<file path="src/logic/ttc_cfg.svh">
// Register offsets, field positions, reset values and timing counts of the timer unit
`ifndef TTC_CFG_SVH
`define TTC_CFG_SVH

`define TTC_OFF_TIMER_CONTROL_REGISTER      4'h0
`define TTC_OFF_TIMER_MODE_REGISTER      4'h1
`define TTC_OFF_TL0       4'h2
`define TTC_OFF_TH0       4'h3
`define TTC_OFF_TL1       4'h4
`define TTC_OFF_TH1       4'h5
`define TTC_OFF_TIMER2_CONTROL     4'h6
`define TTC_OFF_TL2       4'h7
`define TTC_OFF_TH2       4'h8
`define TTC_OFF_CAPL      4'h9
`define TTC_OFF_CAPH      4'ha
`define TTC_OFF_LAST      4'ha

`define TTC_TIMER_CONTROL_REGISTER_TF1      7
`define TTC_TIMER_CONTROL_REGISTER_TR1      6
`define TTC_TIMER_CONTROL_REGISTER_TF0      5
`define TTC_TIMER_CONTROL_REGISTER_TR0      4

`define TTC_TIMER_MODE_REGISTER_GATE1    7
`define TTC_TIMER_MODE_REGISTER_CT1      6
`define TTC_TIMER_MODE_REGISTER_M1_HI    5
`define TTC_TIMER_MODE_REGISTER_M1_LO    4
`define TTC_TIMER_MODE_REGISTER_GATE0    3
`define TTC_TIMER_MODE_REGISTER_CT0      2
`define TTC_TIMER_MODE_REGISTER_M0_HI    1
`define TTC_TIMER_MODE_REGISTER_M0_LO    0

`define TTC_T2_TF2        7
`define TTC_T2_TIMER2_EXTERNAL_FLAG       6
`define TTC_T2_RCLK       5
`define TTC_T2_SERIAL_TX_CLOCK_SELECT       4
`define TTC_T2_TIMER2_EXTERNAL_ENABLE      3
`define TTC_T2_TR2        2
`define TTC_T2_CT2        1
`define TTC_T2_CPRL2      0

`define TTC_RST_BYTE      8'h00
`define TTC_RST_WORD      32'h0000_0000

`define TTC_OSC_PER_MC    12
`define TTC_MC_LAST       4'(`TTC_OSC_PER_MC - 1)

`define TTC_PIN_CNT0      0
`define TTC_PIN_CNT1      1
`define TTC_PIN_CNT2      2
`define TTC_PIN_GATE0     3
`define TTC_PIN_GATE1     4
`define TTC_PIN_TRIG      5
`define TTC_NPINS         6

`endif

</file>
<file path="src/logic/ttc_pkg.sv">
// Types shared by the timer unit
package ttc_pkg;

  typedef enum logic [3:0] {
    TTC_M13   = 4'b0001,
    TTC_M16   = 4'b0010,
    TTC_M8RL  = 4'b0100,
    TTC_SPLIT = 4'b1000
  } ttc_mode_t;

  typedef struct packed {
    logic       ovf;
    logic [7:0] th;
    logic [7:0] tl;
  } ttc_cnt_t;

endpackage

</file>
<file path="src/logic/ttc_top.sv">
// Three timer/counters with an APB register slave
//
// What this block does
// Timer function counts one per machine cycle of twelve clocks.
// Counter pins sampled each machine cycle; high-then-low counts next cycle.
// Edge detection spans two machine cycles, so events max at clk/24.
// External source holds each count level at least one machine cycle.
// Mode 0 is 13 bits: high byte plus low five bits of low byte.
// Timer 0/1 counts only with run set and gate clear or gate pin high.
// Gate bits sit at mode register bit 7 (timer 1) and bit 3 (timer 0).
// Setting a run bit leaves the count as it is.
// Mode 1 counts 16 bits, flags wrap to zero, keeps counting.
// Mode 2 low byte counts, reloads from high byte on overflow, flags.
// Timer 1 in mode 3 holds its count as if stopped.
// Timer 0 mode 3: low byte own counter; high byte timer using timer 1 run/flag.
// With timer 0 split, timer 1 runs outside mode 3 and still feeds baud.
// Each timer's mode comes from two mode bits; function from a select bit.
// Timer 2 counts machine cycles or falling count-pin edges per select bit.
// Timer 2 runs only while its run bit is set.
// Capture mode: 16-bit count whose overflow sets the timer 2 overflow flag.
// Capture mode with external enable: trigger fall copies count, sets external flag.
// Reload mode: overflow sets flag and reloads 16 bits from capture registers.
// Reload mode with external enable: trigger fall also reloads, sets external flag.
// External enable clear: trigger pin events are ignored.
// Any serial clock select puts timer 2 in baud mode, always reloading.
// Flags set by hardware, cleared by software; no overflow flag in baud mode.
// Receive/transmit clock selects pick timer 2 (1) or timer 1 (0) overflow.
//
// The address map and the APB slave port were left to the implementer.
`include "ttc_cfg.svh"
`timescale 1ns/1ns
`default_nettype none

module ttc_top
  import ttc_pkg::*;
#(
  parameter int ADDR_W = 12
) (
  input  wire logic              clk,
  input  wire logic              rstn,
  input  wire logic              psel,
  input  wire logic              penable,
  input  wire logic              pwrite,
  input  wire logic [ADDR_W-1:0] paddr,
  input  wire logic [31:0]       pwdata,
  output var  logic [31:0]       prdata,
  output var  logic              pready,
  output var  logic              pslverr,
  input  wire logic              count_pin_zero,
  input  wire logic              count_pin_one,
  input  wire logic              count_pin_two,
  input  wire logic              gate_pin_zero,
  input  wire logic              gate_pin_one,
  input  wire logic              timer2_trigger_pin,
  output var  logic              serial_rx_baud_tick,
  output var  logic              serial_tx_baud_tick
);

  logic [3:0]           mc_cnt_reg;
  logic                 mc_tick;
  logic [`TTC_NPINS-1:0] pins;
  logic [`TTC_NPINS-1:0] sync1_reg;
  logic [`TTC_NPINS-1:0] sync2_reg;
  logic [`TTC_NPINS-1:0] smp_reg;
  logic [`TTC_NPINS-1:0] fall_reg;
  logic [`TTC_NPINS-1:0] ev;

  logic [7:0] timer_mode_register_reg;
  logic       tr0_reg;
  logic       tr1_reg;
  logic       tf0_reg;
  logic       tf1_reg;
  logic [7:0] tl0_reg;
  logic [7:0] th0_reg;
  logic [7:0] tl1_reg;
  logic [7:0] th1_reg;
  logic       tf2_reg;
  logic       timer2_external_flag_reg;
  logic       rclk_reg;
  logic       serial_tx_clock_select_reg;
  logic       timer2_external_enable_reg;
  logic       tr2_reg;
  logic       ct2_reg;
  logic       cprl2_reg;
  logic [7:0] tl2_reg;
  logic [7:0] th2_reg;
  logic [7:0] capl_reg;
  logic [7:0] caph_reg;
  logic [31:0] prdata_reg;
  logic        pready_reg;
  logic        pslverr_reg;
  logic        baud_rx_reg;
  logic        baud_tx_reg;

  // Machine cycle prescaler
  always_ff @(posedge clk or negedge rstn) begin
    if (!rstn) begin
      mc_cnt_reg <= 4'h0;
    end else if (mc_cnt_reg == `TTC_MC_LAST) begin
      mc_cnt_reg <= 4'h0;
    end else begin
      mc_cnt_reg <= mc_cnt_reg + 4'h1;
    end
  end
  assign mc_tick = (mc_cnt_reg == `TTC_MC_LAST);

  assign pins = {timer2_trigger_pin, gate_pin_one, gate_pin_zero,
                 count_pin_two, count_pin_one, count_pin_zero};

  // Pin synchroniser
  always_ff @(posedge clk or negedge rstn) begin
    if (!rstn) begin
      sync1_reg <= '0;
      sync2_reg <= '0;
    end else begin
      sync1_reg <= pins;
      sync2_reg <= sync1_reg;
    end
  end

  // Once-per-machine-cycle sampling and falling edge detection
  always_ff @(posedge clk or negedge rstn) begin
    if (!rstn) begin
      smp_reg  <= '0;
      fall_reg <= '0;
    end else if (mc_tick) begin
      smp_reg  <= sync2_reg;
      fall_reg <= smp_reg & ~sync2_reg;
    end
  end
  assign ev = fall_reg & {`TTC_NPINS{mc_tick}};

  // One counting step of a timer 0/1 in the given mode
  function automatic ttc_cnt_t step(input ttc_mode_t m, input logic [7:0] tl,
                                    input logic [7:0] th, input logic en);
    ttc_cnt_t r;
    logic [13:0] s13;
    logic [16:0] s16;
    logic [8:0]  s8;
    r   = '{ovf: 1'b0, th: th, tl: tl};
    s13 = {1'b0, th, tl[4:0]} + 14'h1;
    s16 = {1'b0, th, tl} + 17'h1;
    s8  = {1'b0, tl} + 9'h1;
    if (en) begin
      case (m)
        TTC_M13: begin
          r.ovf = s13[13];
          r.th  = s13[12:5];
          r.tl  = {tl[7:5], s13[4:0]};
        end
        TTC_M16: begin
          r.ovf = s16[16];
          r.th  = s16[15:8];
          r.tl  = s16[7:0];
        end
        TTC_M8RL: begin
          r.ovf = s8[8];
          r.tl  = s8[8] ? th : s8[7:0];
        end
        TTC_SPLIT: begin
          r.ovf = s8[8];
          r.tl  = s8[7:0];
        end
        default: begin
          r.ovf = 1'b0;
        end
      endcase
    end
    return r;
  endfunction

  function automatic ttc_mode_t dec_mode(input logic [1:0] b);
    case (b)
      2'd0:    dec_mode = TTC_M13;
      2'd1:    dec_mode = TTC_M16;
      2'd2:    dec_mode = TTC_M8RL;
      default: dec_mode = TTC_SPLIT;
    endcase
  endfunction

  ttc_mode_t mode0;
  ttc_mode_t mode1;
  logic      en0;
  logic      en1;
  logic      en_th0;
  logic      split0;
  ttc_cnt_t  r0;
  ttc_cnt_t  r1;
  logic [8:0] th0_s;

  assign mode0  = dec_mode(timer_mode_register_reg[`TTC_TIMER_MODE_REGISTER_M0_HI:`TTC_TIMER_MODE_REGISTER_M0_LO]);
  assign mode1  = dec_mode(timer_mode_register_reg[`TTC_TIMER_MODE_REGISTER_M1_HI:`TTC_TIMER_MODE_REGISTER_M1_LO]);
  assign split0 = (mode0 == TTC_SPLIT);
  assign en0 = tr0_reg & (~timer_mode_register_reg[`TTC_TIMER_MODE_REGISTER_GATE0] | sync2_reg[`TTC_PIN_GATE0]) &
               (timer_mode_register_reg[`TTC_TIMER_MODE_REGISTER_CT0] ? ev[`TTC_PIN_CNT0] : mc_tick);
  assign en1 = tr1_reg & (~timer_mode_register_reg[`TTC_TIMER_MODE_REGISTER_GATE1] | sync2_reg[`TTC_PIN_GATE1]) &
               (timer_mode_register_reg[`TTC_TIMER_MODE_REGISTER_CT1] ? ev[`TTC_PIN_CNT1] : mc_tick) &
               (mode1 != TTC_SPLIT);
  assign en_th0 = split0 & tr1_reg & mc_tick;
  assign r0     = step(mode0, tl0_reg, th0_reg, en0);
  assign r1     = step(mode1, tl1_reg, th1_reg, en1);
  assign th0_s  = {1'b0, th0_reg} + {8'h00, en_th0};

  // APB decode
  logic       wr;
  logic [3:0] idx;
  logic       hit;
  assign idx = paddr[5:2];
  assign hit = (paddr[ADDR_W-1:6] == '0) && (paddr[1:0] == 2'b00) && (idx <= `TTC_OFF_LAST);
  assign wr  = psel & penable & pready_reg & pwrite & hit;

  function automatic logic wsel(input logic w, input logic [3:0] i, input logic [3:0] o);
    return w && (i == o);
  endfunction

  // Timer 0 count bytes; software writes win over counting
  always_ff @(posedge clk or negedge rstn) begin
    if (!rstn) begin
      tl0_reg <= `TTC_RST_BYTE;
      th0_reg <= `TTC_RST_BYTE;
    end else begin
      tl0_reg <= wsel(wr, idx, `TTC_OFF_TL0) ? pwdata[7:0] : r0.tl;
      if (wsel(wr, idx, `TTC_OFF_TH0)) begin
        th0_reg <= pwdata[7:0];
      end else if (split0) begin
        th0_reg <= th0_s[7:0];
      end else begin
        th0_reg <= r0.th;
      end
    end
  end

  // Timer 1 count bytes
  always_ff @(posedge clk or negedge rstn) begin
    if (!rstn) begin
      tl1_reg <= `TTC_RST_BYTE;
      th1_reg <= `TTC_RST_BYTE;
    end else begin
      tl1_reg <= wsel(wr, idx, `TTC_OFF_TL1) ? pwdata[7:0] : r1.tl;
      th1_reg <= wsel(wr, idx, `TTC_OFF_TH1) ? pwdata[7:0] : r1.th;
    end
  end

  // Mode register
  always_ff @(posedge clk or negedge rstn) begin
    if (!rstn) begin
      timer_mode_register_reg <= `TTC_RST_BYTE;
    end else if (wsel(wr, idx, `TTC_OFF_TIMER_MODE_REGISTER)) begin
      timer_mode_register_reg <= pwdata[7:0];
    end
  end

  // Timer 0/1 run bits and overflow flags; hardware set wins over a write
  logic set_tf0;
  logic set_tf1;
  logic wr_timer_control_register;
  assign set_tf0 = r0.ovf;
  assign set_tf1 = split0 ? th0_s[8] : r1.ovf;
  assign wr_timer_control_register = wsel(wr, idx, `TTC_OFF_TIMER_CONTROL_REGISTER);
  always_ff @(posedge clk or negedge rstn) begin
    if (!rstn) begin
      tr0_reg <= 1'b0;
      tr1_reg <= 1'b0;
      tf0_reg <= 1'b0;
      tf1_reg <= 1'b0;
    end else begin
      if (wr_timer_control_register) begin
        tr0_reg <= pwdata[`TTC_TIMER_CONTROL_REGISTER_TR0];
        tr1_reg <= pwdata[`TTC_TIMER_CONTROL_REGISTER_TR1];
      end
      tf0_reg <= set_tf0 | (wr_timer_control_register ? pwdata[`TTC_TIMER_CONTROL_REGISTER_TF0] : tf0_reg);
      tf1_reg <= set_tf1 | (wr_timer_control_register ? pwdata[`TTC_TIMER_CONTROL_REGISTER_TF1] : tf1_reg);
    end
  end

  // Timer 2
  logic        baud2;
  logic        en2;
  logic [16:0] s2;
  logic        ovf2;
  logic        trig2;
  logic        cap2;
  logic        rld2;
  logic        wr_timer2_control;
  assign baud2 = rclk_reg | serial_tx_clock_select_reg;
  assign en2   = tr2_reg & (ct2_reg ? ev[`TTC_PIN_CNT2] : mc_tick);
  assign s2    = {1'b0, th2_reg, tl2_reg} + {16'h0000, en2};
  assign ovf2  = s2[16];
  assign trig2 = timer2_external_enable_reg & ev[`TTC_PIN_TRIG];
  assign cap2  = trig2 & cprl2_reg & ~baud2;
  assign rld2  = (ovf2 & (~cprl2_reg | baud2)) | (trig2 & ~cprl2_reg & ~baud2);
  assign wr_timer2_control = wsel(wr, idx, `TTC_OFF_TIMER2_CONTROL);

  always_ff @(posedge clk or negedge rstn) begin
    if (!rstn) begin
      tl2_reg <= `TTC_RST_BYTE;
      th2_reg <= `TTC_RST_BYTE;
    end else begin
      if (wsel(wr, idx, `TTC_OFF_TL2)) begin
        tl2_reg <= pwdata[7:0];
      end else begin
        tl2_reg <= rld2 ? capl_reg : s2[7:0];
      end
      if (wsel(wr, idx, `TTC_OFF_TH2)) begin
        th2_reg <= pwdata[7:0];
      end else begin
        th2_reg <= rld2 ? caph_reg : s2[15:8];
      end
    end
  end

  // Capture/reload value registers
  always_ff @(posedge clk or negedge rstn) begin
    if (!rstn) begin
      capl_reg <= `TTC_RST_BYTE;
      caph_reg <= `TTC_RST_BYTE;
    end else begin
      if (wsel(wr, idx, `TTC_OFF_CAPL)) begin
        capl_reg <= pwdata[7:0];
      end else if (cap2) begin
        capl_reg <= tl2_reg;
      end
      if (wsel(wr, idx, `TTC_OFF_CAPH)) begin
        caph_reg <= pwdata[7:0];
      end else if (cap2) begin
        caph_reg <= th2_reg;
      end
    end
  end

  // Timer 2 control register and its flags
  always_ff @(posedge clk or negedge rstn) begin
    if (!rstn) begin
      tf2_reg   <= 1'b0;
      timer2_external_flag_reg  <= 1'b0;
      rclk_reg  <= 1'b0;
      serial_tx_clock_select_reg  <= 1'b0;
      timer2_external_enable_reg <= 1'b0;
      tr2_reg   <= 1'b0;
      ct2_reg   <= 1'b0;
      cprl2_reg <= 1'b0;
    end else begin
      if (wr_timer2_control) begin
        rclk_reg  <= pwdata[`TTC_T2_RCLK];
        serial_tx_clock_select_reg  <= pwdata[`TTC_T2_SERIAL_TX_CLOCK_SELECT];
        timer2_external_enable_reg <= pwdata[`TTC_T2_TIMER2_EXTERNAL_ENABLE];
        tr2_reg   <= pwdata[`TTC_T2_TR2];
        ct2_reg   <= pwdata[`TTC_T2_CT2];
        cprl2_reg <= pwdata[`TTC_T2_CPRL2];
      end
      tf2_reg  <= (ovf2 & ~baud2) | (wr_timer2_control ? pwdata[`TTC_T2_TF2] : tf2_reg);
      timer2_external_flag_reg <= trig2 | (wr_timer2_control ? pwdata[`TTC_T2_TIMER2_EXTERNAL_FLAG] : timer2_external_flag_reg);
    end
  end

  // Serial clock source selection
  always_ff @(posedge clk or negedge rstn) begin
    if (!rstn) begin
      baud_rx_reg <= 1'b0;
      baud_tx_reg <= 1'b0;
    end else begin
      baud_rx_reg <= rclk_reg ? ovf2 : r1.ovf;
      baud_tx_reg <= serial_tx_clock_select_reg ? ovf2 : r1.ovf;
    end
  end

  // Read mux
  logic [7:0] rd_byte;
  always_comb begin
    case (idx)
      `TTC_OFF_TIMER_CONTROL_REGISTER:  rd_byte = {tf1_reg, tr1_reg, tf0_reg, tr0_reg, 4'h0};
      `TTC_OFF_TIMER_MODE_REGISTER:  rd_byte = timer_mode_register_reg;
      `TTC_OFF_TL0:   rd_byte = tl0_reg;
      `TTC_OFF_TH0:   rd_byte = th0_reg;
      `TTC_OFF_TL1:   rd_byte = tl1_reg;
      `TTC_OFF_TH1:   rd_byte = th1_reg;
      `TTC_OFF_TIMER2_CONTROL: rd_byte = {tf2_reg, timer2_external_flag_reg, rclk_reg, serial_tx_clock_select_reg,
                                 timer2_external_enable_reg, tr2_reg, ct2_reg, cprl2_reg};
      `TTC_OFF_TL2:   rd_byte = tl2_reg;
      `TTC_OFF_TH2:   rd_byte = th2_reg;
      `TTC_OFF_CAPL:  rd_byte = capl_reg;
      `TTC_OFF_CAPH:  rd_byte = caph_reg;
      default:        rd_byte = 8'h00;
    endcase
  end

  // APB answer: ready in the first access cycle
  always_ff @(posedge clk or negedge rstn) begin
    if (!rstn) begin
      pready_reg  <= 1'b0;
      pslverr_reg <= 1'b0;
      prdata_reg  <= `TTC_RST_WORD;
    end else begin
      pready_reg  <= psel & ~penable;
      pslverr_reg <= psel & ~penable & ~hit;
      if (psel & ~penable) begin
        prdata_reg <= (hit & ~pwrite) ? {24'h000000, rd_byte} : `TTC_RST_WORD;
      end
    end
  end

  assign prdata              = prdata_reg;
  assign pready              = pready_reg;
  assign pslverr             = pslverr_reg;
  assign serial_rx_baud_tick = baud_rx_reg;
  assign serial_tx_baud_tick = baud_tx_reg;

endmodule

`default_nettype wire

</file>
<file path="config.mk">
export PLATFORM = sky130hd
export DESIGN_NAME = ttc_top
export DESIGN_NICKNAME = d
export VERILOG_FILES = /design/src/logic/ttc_pkg.sv /design/src/logic/ttc_top.sv
export VERILOG_INCLUDE_DIRS = /design/src /design/src/logic
export SDC_FILE = /design/constraint.sdc
export NUM_CORES = 1
export LEC_CHECK = 0
export ABC_AREA = 0
export BUFFER_PORTS_ARGS = -buffer_cell sky130_fd_sc_hd__buf_2
export CAP_MARGIN = 20
export CORE_MARGIN = 2
export CORE_UTILIZATION = 55
export CTS_BUF_LIST = sky130_fd_sc_hd__clkbuf_4 sky130_fd_sc_hd__clkbuf_8
export DETAILED_ROUTE_END_ITERATION = 6
export HOLD_SLACK_MARGIN = 0.02
export PLACE_DENSITY_LB_ADDON = 0.3
export SLEW_MARGIN = 20
export SYNTH_ARGS = -nofsm -noshare
export SYNTH_HDL_FRONTEND = slang
export SYNTH_SLANG_ARGS = --single-unit
export TNS_END_PERCENT = 50
</file>
<file path="constraint.sdc">
create_clock -name clk -period 2.8 [get_ports clk]
set_clock_uncertainty 0.15 [all_clocks]
set_input_delay 0.14 -clock clk [delete_from_list [all_inputs] [get_ports clk]]
set_output_delay 0.14 -clock clk [all_outputs]
set_load 0.02 [all_outputs]
</file>
==> flow_summary.toml <==
[outcome]
outcome = "completed"

[global_route]
grt.met2_usage_pct = 48.4
grt_usage_pct = 30.2
top_usage_layer = "met2"
antenna_found_initial = 0
use_met3_pct = 7.19
grt_pass1_wl_um = 33800
grt_start_max_net_pins = 62
use_met1_pct = 38.2
grt_overflow = 0
grt_pass1_vias = 6545

[finish]
fin_nets = 973
regArea_um2 = 3000
drive_gt1_share_pct = 17.0
antenna_cells = 0
nFillCells = 1054
multi_input_area_um2 = 4160
stdcell_count = 1096
final_core_util_pct = 64.9
area_growth_pct = 14.7

[route]
ant_nets = 0
route.detailed.drc = 0
wirelength_um = 21300
post_drt_wl_per_cell_um = 19.5
drt_iter0_markers = 790
vias = 6809
dr.pass1.iters = 5
via_per_inst = 6.21

[logic_synthesis]
postSynth.asyncResetShare_pct = 100
ys.flop_type = "dfrtp_1"
post-synth-top-area-fraction_pct = 39.9
synth-seq-cells = 120
syn_inst = 853
ys_warn_count = 0
yosysSeqAreaShare_pct = 39.9
synth_area_um2 = 7520
synth_edf_count = 0
synth_area_leaders = "dfrtp_1, mux2i_1, nand2_1, o21ai_0, mux2_2"
synth_top_area_cell = "dfrtp_1"
ys_types = 63
avgSynthCellArea_um2 = 8.82
yosysMostFrequentCell = "dfrtp_1"
synth_commonest_cells = "dfrtp_1, nand2_1, nor2_1, o21ai_0, mux2i_1"

[worst_setup_path]
critPathLaunch = "mc_cnt_reg[0]"
crit_slowest_cell = "or4_1"
critPathKind = "reg2reg"
critPathRequiredTime_ps = 2960
crit_fanout = 5
path_cells = "ha_1 > buf_4 > nand4b_1 > or4_1 > a21oi_1 > nor2b_1 > xnor2_1 > o21ai_0"
cp_slowest_stage_delay_ps = 650
start_kind = "flop"
cp.arrival_ps = 2760
reg2reg_from = "mc_cnt_reg[0]"
end_kind = "flop"
ff2ff_path_depth = 8

[place]
port_buffers = 42
globalplace.congestion = 1.02
hpwlAfterDp_um = 15000
dpl.cell_count = 1045

[min_path]
whs_path_depth = 3
min_path_type = "in2reg"
min_from = "penable"

[sta]
finalHoldViolCount = 0
slew_headroom_pct = 46.6
fin_tns_setup_ps = 0
finalSetupViolCount = 0
slew_violations = 0
tightest_slew_ps = 802
finalCriticalPeriod_ps = 2600
rsz0062_at_grt = "true"
finalCritPeriodShare_pct = 92.9
fmax_mhz = 385

[die]
die_x_um = 121
start_util_pct = 56.6
io_pins = 91
die_y_um = 121
fp.coreArea_um2 = 13300
rows = 42
dieArea_um2 = 14600

[clocking]
clkTransAtPathRegs_ps = 70
cts.htree.levels = 4
clockBufferDepth = 2
cts_tree = "done"
cts_buffers = 17
clock_sinks = 120
clk_latency_ps = 450
cts-root-buf = "clkbuf_8"

[run]
maxCapViolCount = 0

[pwr]
power_uw = 3980
p_leak_uw = 0.00355
p_per_area_nw_per_um2 = 461
ir_worst_vdd_mv = 0.614
[stage by stage]
step | hold slack (ps) | area (um2) | setup slack (ps)
CTS | 65.2 | 8610 | 141
finish | 74.4 | 8630 | 200
detailed placement | 99.7 | 7930 | 173
global route | 76.1 | 8630 | -1.92
global placement | 99.4 | 7930 | 254
floorplan | -306 | 7610 | 11.8
[logic make-up after synthesis]
family                     synth area share, %
other                                   0.0498
and+or+nand+nor                           21.0
AOI/OAI and AO/OA                         15.3
buffers and inverters                     6.20
adders and majority gates                 1.83
DFF                                       39.9
muxes                                     11.6
xor gates and xnor gates                  4.07
[layer usage]
metal | routed length, um | up-vias
li1 | - | 3094
met1 | 8630 | 3295
met4 | 939 | 0
met3 | 1650 | 74
met5 | 0 | -
met2 | 10100 | 346
[path summary, 6_finish.rpt]
| path | end | slack, ps |
|---|---|---|
| setup / recovery | th1_reg[6] | 200 |
| hold / removal | pready | 70 |
| setup reg to reg | th1_reg[6] | 200 |
| hold reg to reg | sync2_reg[0] | 200 |
| max in group asynchronous | caph_reg[0] | 1580 |
| min in group asynchronous | tl0_reg[6] | 180 |
[worst max-delay path, delay by kind of cell (launching register included)]
| family | cells | cell delay (ps) |
|---|---|---|
| and+or+nand+nor | 3 | 1030 |
| DFF | 1 | 370 |
| adders and majority gates | 1 | 180 |
| AOI/OAI and AO/OA | 2 | 470 |
| buffers and inverters | 1 | 130 |
| xor gates and xnor gates | 1 | 140 |
[layout make-up]
cell class,instances,area share [%]
Timing Repair Buffer,96,8.12
Tap cell,176,2.55
Clock buffer,24,3.54
Inverter,13,0.565
Multi-Input combinational cell,659,48.2
Sequential cell,120,34.8
Clock inverter,8,2.20
[report_power, final]
part,switching [uW],internal (uW),leakage (uW)
logic,192,87.6,0.00200
registers,9.02,1750,0.00129
clock network,685,1260,0.000255
[layout by cell type (no fill, tap or decap), types with 7 or more instances in the layout]
cell type / instances
nand3b_1: 13
nor2_1: 69
nand3_1: 30
conb_1: 24
xnor2_1: 20
nor2b_1: 13
nand4_1: 14
o21ai_0: 64
ha_1: 10
o211ai_1: 12
a32oi_1: 8
buf_2: 41
dlygate4sd3_1: 18
nor3_1: 14
mux2i_1: 49
mux2_2: 30
a21oi_1: 43
o22ai_1: 7
nand2_1: 112
inv_1: 13
xor2_1: 15
clkbuf_8: 20
dfrtp_1: 120
nand2b_1: 11
buf_4: 34
and3_1: 11
[repair_timing]
action,4_1_cts,5_1_grt
hold buffers,18,0
buffers inserted,0,1
resized for setup,0,8
hold endpoints to repair,134,0
endpoints found under the setup margin,0,18
No activity file was read; power rests on OpenSTA's default activity.
